==> src/rtl/prtm_pkg.sv <==
// shared types and constants of the periodic timer with modes
package prtm_pkg;

    // ****************************************
    // widths and reset values
    // ****************************************
    localparam int CNT_W = 10;
    localparam logic [9:0] CNT_RST = 10'h000;
    localparam logic [9:0] CNT_ZERO = 10'h000;
    localparam logic [10:0] FULL_PERIOD = 11'h400;

    // ****************************************
    // timing
    // ****************************************
    localparam int CORE_CLK_PERIOD_NS = 4;
    localparam int TIMER_CLK_MAX_MHZ = 50;
    localparam int TIMER_CLK_MIN_PERIOD_NS = 1000 / TIMER_CLK_MAX_MHZ;
    // least spacing of timer ticks, rounded up to whole core cycles
    localparam int TICK_MIN_CYCLES =
        (TIMER_CLK_MIN_PERIOD_NS + CORE_CLK_PERIOD_NS - 1) / CORE_CLK_PERIOD_NS;

    // ****************************************
    // modes and selectors
    // ****************************************
    typedef enum logic [1:0] {
        MODE_COMPARE = 2'b00,
        MODE_CAPTURE = 2'b01,
        MODE_PWM = 2'b10,
        MODE_TIMER = 2'b11
    } prtm_mode_t;

    localparam logic [1:0] FN_00 = 2'b00;
    localparam logic [1:0] FN_01 = 2'b01;
    localparam logic [1:0] FN_10 = 2'b10;
    localparam logic [1:0] FN_11 = 2'b11;

    typedef struct packed {
        prtm_mode_t mode;
        logic [1:0] output_function;
        logic counter_clear_select;
        logic output_initial_level;
        logic output_invert;
        logic capture_source_select;
        logic [1:0] capture_clear_select;
    } prtm_cfg_t;

    typedef struct packed {
        logic [9:0] compare_a_value;
        logic [9:0] period_compare_value;
    } prtm_cmp_t;

endpackage : prtm_pkg

==> src/rtl/prtm_core.sv <==
// periodic timer: compare, timer/counter, pwm, single pulse, capture
module prtm_core
(
    // clock and reset
    input wire logic i_core_clk,
    input wire logic i_reset_n,
    // configuration
    input wire prtm_pkg::prtm_cfg_t i_cfg,
    input wire prtm_pkg::prtm_cmp_t i_cmp,
    // software control
    input wire logic i_run_set,
    input wire logic i_run_clear,
    input wire logic i_compare_a_flag_clear,
    input wire logic i_compare_p_flag_clear,
    // timer clock enable and pins
    input wire logic i_timer_tick,
    input wire logic i_external_clock_pin,
    input wire logic i_capture_input_pin,
    // status
    output logic o_run_bit,
    output logic [9:0] o_counter,
    output logic [9:0] o_capture_a,
    output logic [9:0] o_capture_b,
    output logic o_compare_a_flag,
    output logic o_compare_p_flag,
    output logic o_latch_edge_flag,
    // output pin
    output logic o_timer_out,
    output logic o_timer_out_oe_n
);
    import prtm_pkg::*;

    // ****************************************
    // state
    // ****************************************
    typedef struct packed {
        logic run;
        logic run_prev;
        logic [9:0] cnt;
        logic raw;
        logic pin;
        logic oe_n;
        logic flag_a;
        logic flag_p;
        logic [9:0] cap_a;
        logic [9:0] cap_b;
        logic latch_edge;
        logic src_prev;
        logic ext_prev;
    } prtm_state_t;

    prtm_state_t state_reg;
    prtm_state_t state_next;

    // active-edge decode shared by capture and clear selection
    function automatic logic edge_match(input logic [1:0] sel, input logic rise,
                                        input logic fall);
        logic hit;
        hit = 1'b0;
        case (sel)
            FN_00: hit = rise;
            FN_01: hit = fall;
            FN_10: hit = rise | fall;
            default: hit = 1'b0;
        endcase
        return hit;
    endfunction : edge_match

    // ****************************************
    // decode
    // ****************************************
    logic [9:0] cnt_inc;
    logic [9:0] cmp_a;
    logic [9:0] cmp_p;
    logic [10:0] period_ext;
    logic run_rise;
    logic running;
    logic a_hit;
    logic p_hit;
    logic sel_pwm;
    logic sel_single;
    logic sel_capture;
    logic sel_compare;
    logic duty_full;
    logic act_lvl;
    logic src_now;
    logic src_rise;
    logic src_fall;
    logic ext_rise;
    logic cap_edge;
    logic cap_clear;
    logic set_a;
    logic set_p;

    always_comb
    begin
        cmp_a = i_cmp.compare_a_value;
        cmp_p = i_cmp.period_compare_value;
        cnt_inc = state_reg.cnt + 10'h001;
        run_rise = state_reg.run & ~state_reg.run_prev;
        running = state_reg.run & i_timer_tick;
        // next count equal to compare: period 0 hits at the 3FF wrap
        a_hit = running & (cnt_inc == cmp_a);
        p_hit = running & (cnt_inc == cmp_p);
        sel_pwm = (i_cfg.mode == MODE_PWM) & (i_cfg.output_function != FN_11);
        sel_single = (i_cfg.mode == MODE_PWM) & (i_cfg.output_function == FN_11);
        sel_capture = (i_cfg.mode == MODE_CAPTURE);
        sel_compare = (i_cfg.mode == MODE_COMPARE) | (i_cfg.mode == MODE_TIMER);
        period_ext = (cmp_p == CNT_ZERO) ? FULL_PERIOD : {1'b0, cmp_p};
        duty_full = ({1'b0, cmp_a} >= period_ext);
        act_lvl = i_cfg.output_initial_level;
        src_now = i_cfg.capture_source_select ? i_external_clock_pin
                                              : i_capture_input_pin;
        // single-cycle sampling: very short pulses can slip past
        src_rise = src_now & ~state_reg.src_prev;
        src_fall = ~src_now & state_reg.src_prev;
        ext_rise = i_external_clock_pin & ~state_reg.ext_prev;
        cap_edge = edge_match(i_cfg.output_function, src_rise, src_fall);
        cap_clear = state_reg.run &
                    edge_match(i_cfg.capture_clear_select - 2'b01, src_rise, src_fall) &
                    (i_cfg.capture_clear_select != FN_00);
        // flag set events, so that a clear in the same cycle loses
        set_a = sel_pwm ? a_hit : sel_capture ? cap_edge :
                (a_hit & ~run_rise & (sel_single | (cmp_a != CNT_ZERO)));
        set_p = p_hit & ~sel_single & ~(sel_compare & (i_cfg.counter_clear_select | run_rise));
    end

    // ****************************************
    // next state
    // ****************************************
    always_comb
    begin
        state_next = state_reg;
        state_next.src_prev = src_now;
        state_next.ext_prev = i_external_clock_pin;
        state_next.run_prev = state_reg.run;

        // run control: software set/clear, external pin start in single pulse
        if (i_run_set)
        begin
            state_next.run = 1'b1;
        end
        else if (i_run_clear)
        begin
            state_next.run = 1'b0;
        end
        if (sel_single && ext_rise)
        begin
            state_next.run = 1'b1;
        end

        // counter: held while stopped, zeroed on a run rise
        if (run_rise)
        begin
            state_next.cnt = CNT_RST;
        end
        else if (running)
        begin
            state_next.cnt = cnt_inc;
        end

        // output pin drive
        state_next.oe_n = ~(sel_pwm | sel_single | (i_cfg.mode == MODE_COMPARE));

        if (sel_compare)
        begin
            if (i_cfg.counter_clear_select)
            begin
                if (a_hit && !run_rise)
                begin
                    state_next.cnt = CNT_RST;
                end
            end
            else if (p_hit && !run_rise)
            begin
                state_next.cnt = CNT_RST;
                state_next.flag_p = 1'b1;
            end
            if (run_rise)
            begin
                state_next.raw = act_lvl;
            end
            else if (a_hit && cmp_a != CNT_ZERO)
            begin
                state_next.flag_a = 1'b1;
                case (i_cfg.output_function)
                    FN_01: state_next.raw = 1'b0;
                    FN_10: state_next.raw = 1'b1;
                    FN_11: state_next.raw = ~state_reg.raw;
                    default: state_next.raw = state_reg.raw;
                endcase
            end
        end
        else if (sel_pwm)
        begin
            // counting goes on whatever the output function
            if (p_hit && !run_rise)
            begin
                state_next.cnt = CNT_RST;
            end
            state_next.flag_a = state_reg.flag_a | a_hit;
            state_next.flag_p = state_reg.flag_p | p_hit;
            case (i_cfg.output_function)
                FN_00: state_next.raw = ~act_lvl;
                FN_01: state_next.raw = act_lvl;
                default: state_next.raw = (duty_full || state_next.cnt < cmp_a) ?
                                          act_lvl : ~act_lvl;
            endcase
        end
        else if (sel_single)
        begin
            if (a_hit && !run_rise)
            begin
                state_next.run = 1'b0;
                state_next.flag_a = 1'b1;
            end
            state_next.raw = state_next.run ? act_lvl : ~act_lvl;
        end
        else
        begin
            // capture: free-runs, cleared by period match or pin edge
            if ((p_hit || cap_clear) && !run_rise)
            begin
                state_next.cnt = CNT_RST;
            end
            state_next.flag_p = state_reg.flag_p | p_hit;
            if (cap_edge)
            begin
                state_next.flag_a = 1'b1;
                state_next.latch_edge = src_rise;
                if (i_cfg.capture_clear_select == FN_00 || src_rise)
                begin
                    state_next.cap_a = state_reg.cnt;
                end
                else
                begin
                    state_next.cap_b = state_reg.cnt;
                end
            end
        end

        state_next.pin = state_next.oe_n ? 1'b0 : state_next.raw ^ i_cfg.output_invert;

        // flag clears lose to a set arriving in the same cycle
        if (i_compare_a_flag_clear && !set_a)
        begin
            state_next.flag_a = 1'b0;
        end
        if (i_compare_p_flag_clear && !set_p)
        begin
            state_next.flag_p = 1'b0;
        end
    end

    // ****************************************
    // registers
    // ****************************************
    always_ff @(posedge i_core_clk or negedge i_reset_n)
    begin
        if (!i_reset_n)
        begin
            state_reg <= '{run: 1'b0, run_prev: 1'b0, cnt: CNT_RST, raw: 1'b0,
                           pin: 1'b0, oe_n: 1'b1, flag_a: 1'b0, flag_p: 1'b0,
                           cap_a: CNT_RST, cap_b: CNT_RST, latch_edge: 1'b0,
                           src_prev: 1'b0, ext_prev: 1'b0};
        end
        else
        begin
            state_reg <= state_next;
        end
    end

    always_comb
    begin
        o_run_bit = state_reg.run;
        o_counter = state_reg.cnt;
        o_capture_a = state_reg.cap_a;
        o_capture_b = state_reg.cap_b;
        o_compare_a_flag = state_reg.flag_a;
        o_compare_p_flag = state_reg.flag_p;
        o_latch_edge_flag = state_reg.latch_edge;
        o_timer_out = state_reg.pin;
        o_timer_out_oe_n = state_reg.oe_n;
    end
endmodule : prtm_core

==> config.mk <==
export PLATFORM = sky130hd
export DESIGN_NAME = prtm_core
export DESIGN_NICKNAME = d
export VERILOG_FILES = /design/src/rtl/prtm_pkg.sv /design/src/rtl/prtm_core.sv
export SDC_FILE = /design/constraint.sdc
export NUM_CORES = 1
export LEC_CHECK = 0
export ABC_AREA = 1
export BUFFER_PORTS_ARGS = -buffer_cell sky130_fd_sc_hd__buf_2
export CORE_MARGIN = 5
export CORE_UTILIZATION = 30
export CTS_BUF_LIST = sky130_fd_sc_hd__clkbuf_8
export DETAILED_ROUTE_END_ITERATION = 10
export MAX_ROUTING_LAYER = met4
export PLACE_DENSITY = 0.6
export SYNTH_ARGS = -nofsm -noshare
export SYNTH_HDL_FRONTEND = slang
export SYNTH_SLANG_ARGS = --single-unit
==> constraint.sdc <==
create_clock -name i_core_clk -period 7.3 [get_ports i_core_clk]
set_input_delay 2.19 -clock i_core_clk [delete_from_list [all_inputs] [get_ports i_core_clk]]
set_output_delay 2.19 -clock i_core_clk [all_outputs]
set_load 0.01 [all_outputs]
# [Word-level counts from Yosys, hierarchy flattened]
# Index checks and enable logic that the tools add are counted.
[op_classes] add_sub_neg=2 magnitude_cmp=2 n_eq_ne=17 mux=50 n_bitwise=38 n_reduce_logical=26
[ops] operator="10-bit two-way mux" count=11
[ops] operator="11-bit two-way mux" count=3
[ops] operator="1-bit two-way mux" count=28
[ops] operator="22-bit two-way mux" count=1
[ops] operator="21-bit two-way mux" count=1
[ops] operator="10-bit equality test" count=2
[ops] operator="1-bit AND" count=16
[ops] operator="1-bit inverter" count=13
[ops] operator="10-bit by 11-bit >= comparator with 1-bit output" count=1
[ops] operator="10-bit by 1-bit adder with 10-bit output, second input constant" count=1
[ops] operator="2-bit equality test, second input constant" count=5
[ops] operator="10-bit zero test" count=1
[ops] operator="10-bit < comparator" count=1
[ops] operator="5-bit AND reduction" count=2
[ops] operator="10-bit nonzero test" count=1
[ops] operator="1-bit case mux with 3 select lines" count=3
[ops] operator="2-bit zero test" count=4
[ops] operator="1-bit bitwise OR" count=8
[ops] operator="4-bit AND reduction" count=2
[ops] operator="1-bit logical AND" count=7
[ops] operator="2-bit by 1-bit equality test with 1-bit output, second input constant" count=3
[ops] operator="3-bit by 1-bit inequality test with 1-bit output, second input constant" count=2
[ops] operator="3-bit by 2-bit inequality test with 1-bit output, second input constant" count=2
[ops] operator="5-bit by 2-bit inequality test with 1-bit output, second input constant" count=1
[ops] operator="other kinds (11)" count=16
[totals] ff_bits=40 inputBits=39 out_inout_bits=36 wordCells=148

# [Longest topological paths before layout]
[depth] depth_word=15 depth_mapped=30 ltp_nobuf=30

# [Least setup slack after synthesis]
# No wires, ideal clock.
[synth_timing] path_type="input-to-reg" start="input port i_timer_tick" end="register state_reg (netlist bit o_timer_out)" setup_time_ns=0.119 arrival_time_ns=4.547 t_required_ns=7.181 slack_ns=2.634 path_stages=25 n_path_buf=0 cell_sequence="nand2_1 > a21oi_1 > nand3_1 > nor2_1 > nand2_1 > nor2_4 > nand3_4 > nor2_4 > inv_2 > nand4_1 > inv_1 > ha_1 > a21oi_1 > nor2_1 > a211oi_1 > o221a_2 > nand2_1 > nand2_1 > nand2_1 > nand3_1 > nand3_1 > nand2_1 > nand2_2 > a21oi_1 > nor2_1"
[synth_lines] element="from (decl)" line="prtm_core.sv:16" rtl="input wire logic i_timer_tick,"
[synth_lines] element="to (signal assigned)" line="prtm_core.sv:262" rtl="state_reg <= '{run: 1'b0, run_prev: 1'b0, cnt: CNT_RST, raw: 1'b0,"
[synth_lines] element="to (signal assigned)" line="prtm_core.sv:269" rtl="state_reg <= state_next;"
[synth_lines] element="to (decl)" line="prtm_core.sv:52" rtl="prtm_state_t state_reg;"

==> results.tsv <==
stage	metric	value	unit
run_status	status	complete, no violations	
power	Pleak	2.08	nW
floorplan	core area	11600	um2
clock_network	CTS Hold Bufs	0	
setup_path	r2r startpoint	o_counter[0]$_DFF_PN0_	
flow_run	maxcap violations	0	
layout	share of cells above drive strength 1	0.238	
setup_path	CP dominant cell by count	nand2_1	
floorplan	# rows	39	
global_routing	total gr overflow	0	
logic_synthesis	number of synthesis warnings	0	
setup_path	WP data arrival	5160	ps
global_routing	largest net degree at the start of global routing	41	
global_routing	initial antenna violation count	0	
setup_path	CP max stage delay	280	ps
sta	min Tclk post-route	4960	ps
min_path	Endpoint, Worst Hold	state_reg[38]$_DFF_PN0_	
sta	Fin. Hold Viols	0	
clock_network	H-tree depth	2	
clock_network	clock slew seen by the registers of the worst setup and hold paths	90	ps
route	Iter 0 DRT Violations	174	
global_routing	first-pass GRT wire length	16.9	mm
sta	fin. max-slew vios	0	
floorplan	DIE WIDTH	119	um
layout	antenna cell count	0	
setup_path	crit path max fanout	9	
clock_network	maximum clock insertion buffer count	2	
layout	filler instances	1268	
logic_synthesis	synthesized flop and latch total	40	
min_path	Hold WC Path Type	flop to flop	
placed_design	placed cell count	677	
setup_path	crit path kind	input pin to flop	
min_path	Worst Hold Launch	o_run_bit$_DFF_PN0_	
sta	slew margin rel.	0.382	
setup_path	Critical Path End Type	flop	
power	VDD IR max	88.1	uV
route	Routed WL	10.2	mm
route	drt first pass iters	4	
floorplan	die area	14200	um2
route	drc violations	0	
route	DR WL/cell	14.8	um
sta	RSZ-0062 raised after global routing	no	
clock_network	clk_lat worst skew	300	ps
setup_path	FF-to-FF path depth	26	
setup_path	reg2reg setup slack	3450	ps
sta	final period utilization	0.680	
clock_network	TritonCTS clock tree	yes	
logic_synthesis	Mapped Area	3580	um2
power	power per cell area	243	nW/um2
logic_synthesis	share of the synthesized area in the top cell type	0.273	
logic_synthesis	Syn Nets	561	
sta	setup_tns	0	ps
placed_design	IO Port Bufs	74	
logic_synthesis	top-count cell post-synth	nand2_1	
route	vias per cell	4.94	
route	Routed Antenna Nets	0	
setup_path	WP data required	7500	ps
placed_design	GPL Wtd Cong	0.899	
clock_network	CTS Sinks	40	
logic_synthesis	top_reg_cell synth	dfrtp_1	
setup_path	Slowest-stage cell, CP	ha_1	
logic_synthesis	number of flops mapped to enable cells by yosys	0	
global_routing	number of global-route vias before repair	3467	
clock_network	setup bufs post-CTS	0	
floorplan	die height	119	um
layout	Area Growth Syn to Fin	11.1	%
route	vias post-DR	3386	
layout	final std cells w/o fill	685	
logic_synthesis	sequential element share of the synthesized area	0.280	
min_path	hold depth	0	
clock_network	root buffer cell	clkbuf_8	
sta	final count of negative-setup-slack endpoints	0	
clock_network	CTS buffer count	5	
floorplan	I/O pin count	75	
logic_synthesis	Async SR Flop Fraction	1.00	
layout	final net count	605	
sta	Worst Skew	11.9	ps
setup_path	startpoint class of the critical path	input pin	
sta	Peak Freq	202	MHz
global_routing	All-Layer GR Usage	0.147	
clock_network	post_cts resized	0	
setup_path	capturing point of the worst reg2reg path	o_timer_out$_DFF_PN0_	
sta	Worst-Margin Slew	926	ps
logic_synthesis	syn avg cell area	7.20	um2
logic_synthesis	synthesized netlist cell count	497	
logic_synthesis	Yosys cell types	46	
floorplan	Starting Density	0.309	
logic_synthesis	Post-synth top cells	112 x nand2_1, 63 x inv_1, 40 x nor2_1	
logic_synthesis	largest cells by area after synthesis	dfrtp_1 27%, nand2_1 12%, ha_1 8.7%	
logic_synthesis	largest area contributor in the netlist	dfrtp_1	
placed_design	HPWL Detailed	8.43	mm
-- final cells by class --
type                    count  area (um2)  area share
inverters                  72         270      0.0680
clock inverters             3        42.5      0.0107
flip-flops and latches     40        1000       0.252
well taps                 143         179      0.0450
multi-input cells         347        2040       0.512
clock buffers               5        68.8      0.0173
repair buffers             75         378      0.0950
-- where the power goes --
group / switching, mW / total [mW] / internal, mW
registers: 0.0570 / 0.346 / 0.289
clock network: 0.0874 / 0.189 / 0.101
logic: 0.262 / 0.430 / 0.168
total: 0.406 / 0.965 / 0.558
-- critical path: cells and delay by family --
family / cells / cell delay [ps]
fa+ha+maj: 1 / 280
compound gates: 5 / 900
simple gates: 17 / 1530
buf+inv: 3 / 250
-- how the worst max path moves through the flow --
stage | cells after the start | to | startpoint
floorplan | 25 | o_timer_out$_DFF_PN0_ | i_timer_tick
global placement | 26 | o_timer_out$_DFF_PN0_ | i_timer_tick
detailed placement | 26 | o_timer_out$_DFF_PN0_ | i_timer_tick
CTS | 26 | o_timer_out$_DFF_PN0_ | i_timer_tick
global route | 26 | o_timer_out$_DFF_PN0_ | i_timer_tick
finish | 26 | o_timer_out$_DFF_PN0_ | i_timer_tick
-- kinds of logic after synthesis --
| group | count (synthesis) | share of synthesized area |
|---|---|---|
| compound gates | 67 | 0.122 |
| xor+xnor | 5 | 0.0122 |
| fa+ha+maj | 25 | 0.0874 |
| buf+inv | 110 | 0.151 |
| flops | 40 | 0.280 |
| mux | 2 | 0.00629 |
| simple gates | 248 | 0.341 |
-- routing by layer --
layer  wire [um]  GRT usage  vias up
met2        4790      0.247      103
met4         211     0.0384        0
li1            -          -     1689
met1        4680      0.184     1575
met3         465     0.0251       19
met5           0          -        -
-- per-stage QoR --
stage          power [mW]  instance area, um2   util  hold WS (ps)  setup slack (ps)
3_5_place_dp        0.785                3860  0.334           419              2060
2_1_floorplan       0.710                3580      -           453              2630
3_3_place_gp        0.777                3860  0.334           420              2170
5_1_grt              1.04                3980  0.344           479              1960
6_report            0.965                3980  0.344           446              2340
4_1_cts             0.978                3980  0.344           441              2370
-- placed cells by master (no fill, tap or decap), types with 2 or more instances in the layout --
master	synthesis	final
nand2_4	2	2
dfrtp_1	39	39
clkbuf_8	0	5
nand3_1	34	34
mux2_2	2	2
buf_2	0	74
inv_1	63	63
ha_1	25	25
nor2_1	40	40
o21a_1	9	9
clkinv_1	2	2
xor2_1	5	5
nor3_2	2	2
o21ai_1	2	2
a21oi_1	15	15
nand2_2	11	11
o21ai_0	23	23
a311oi_1	2	2
nand4_1	13	13
a211oi_1	3	3
nand3_2	4	4
inv_2	7	7
o311ai_0	2	2
o211ai_2	2	2
nand2_1	112	112
nor2_4	6	6
nor4_1	3	3
nor3_1	14	14
(Power assumes the default switching activity.)
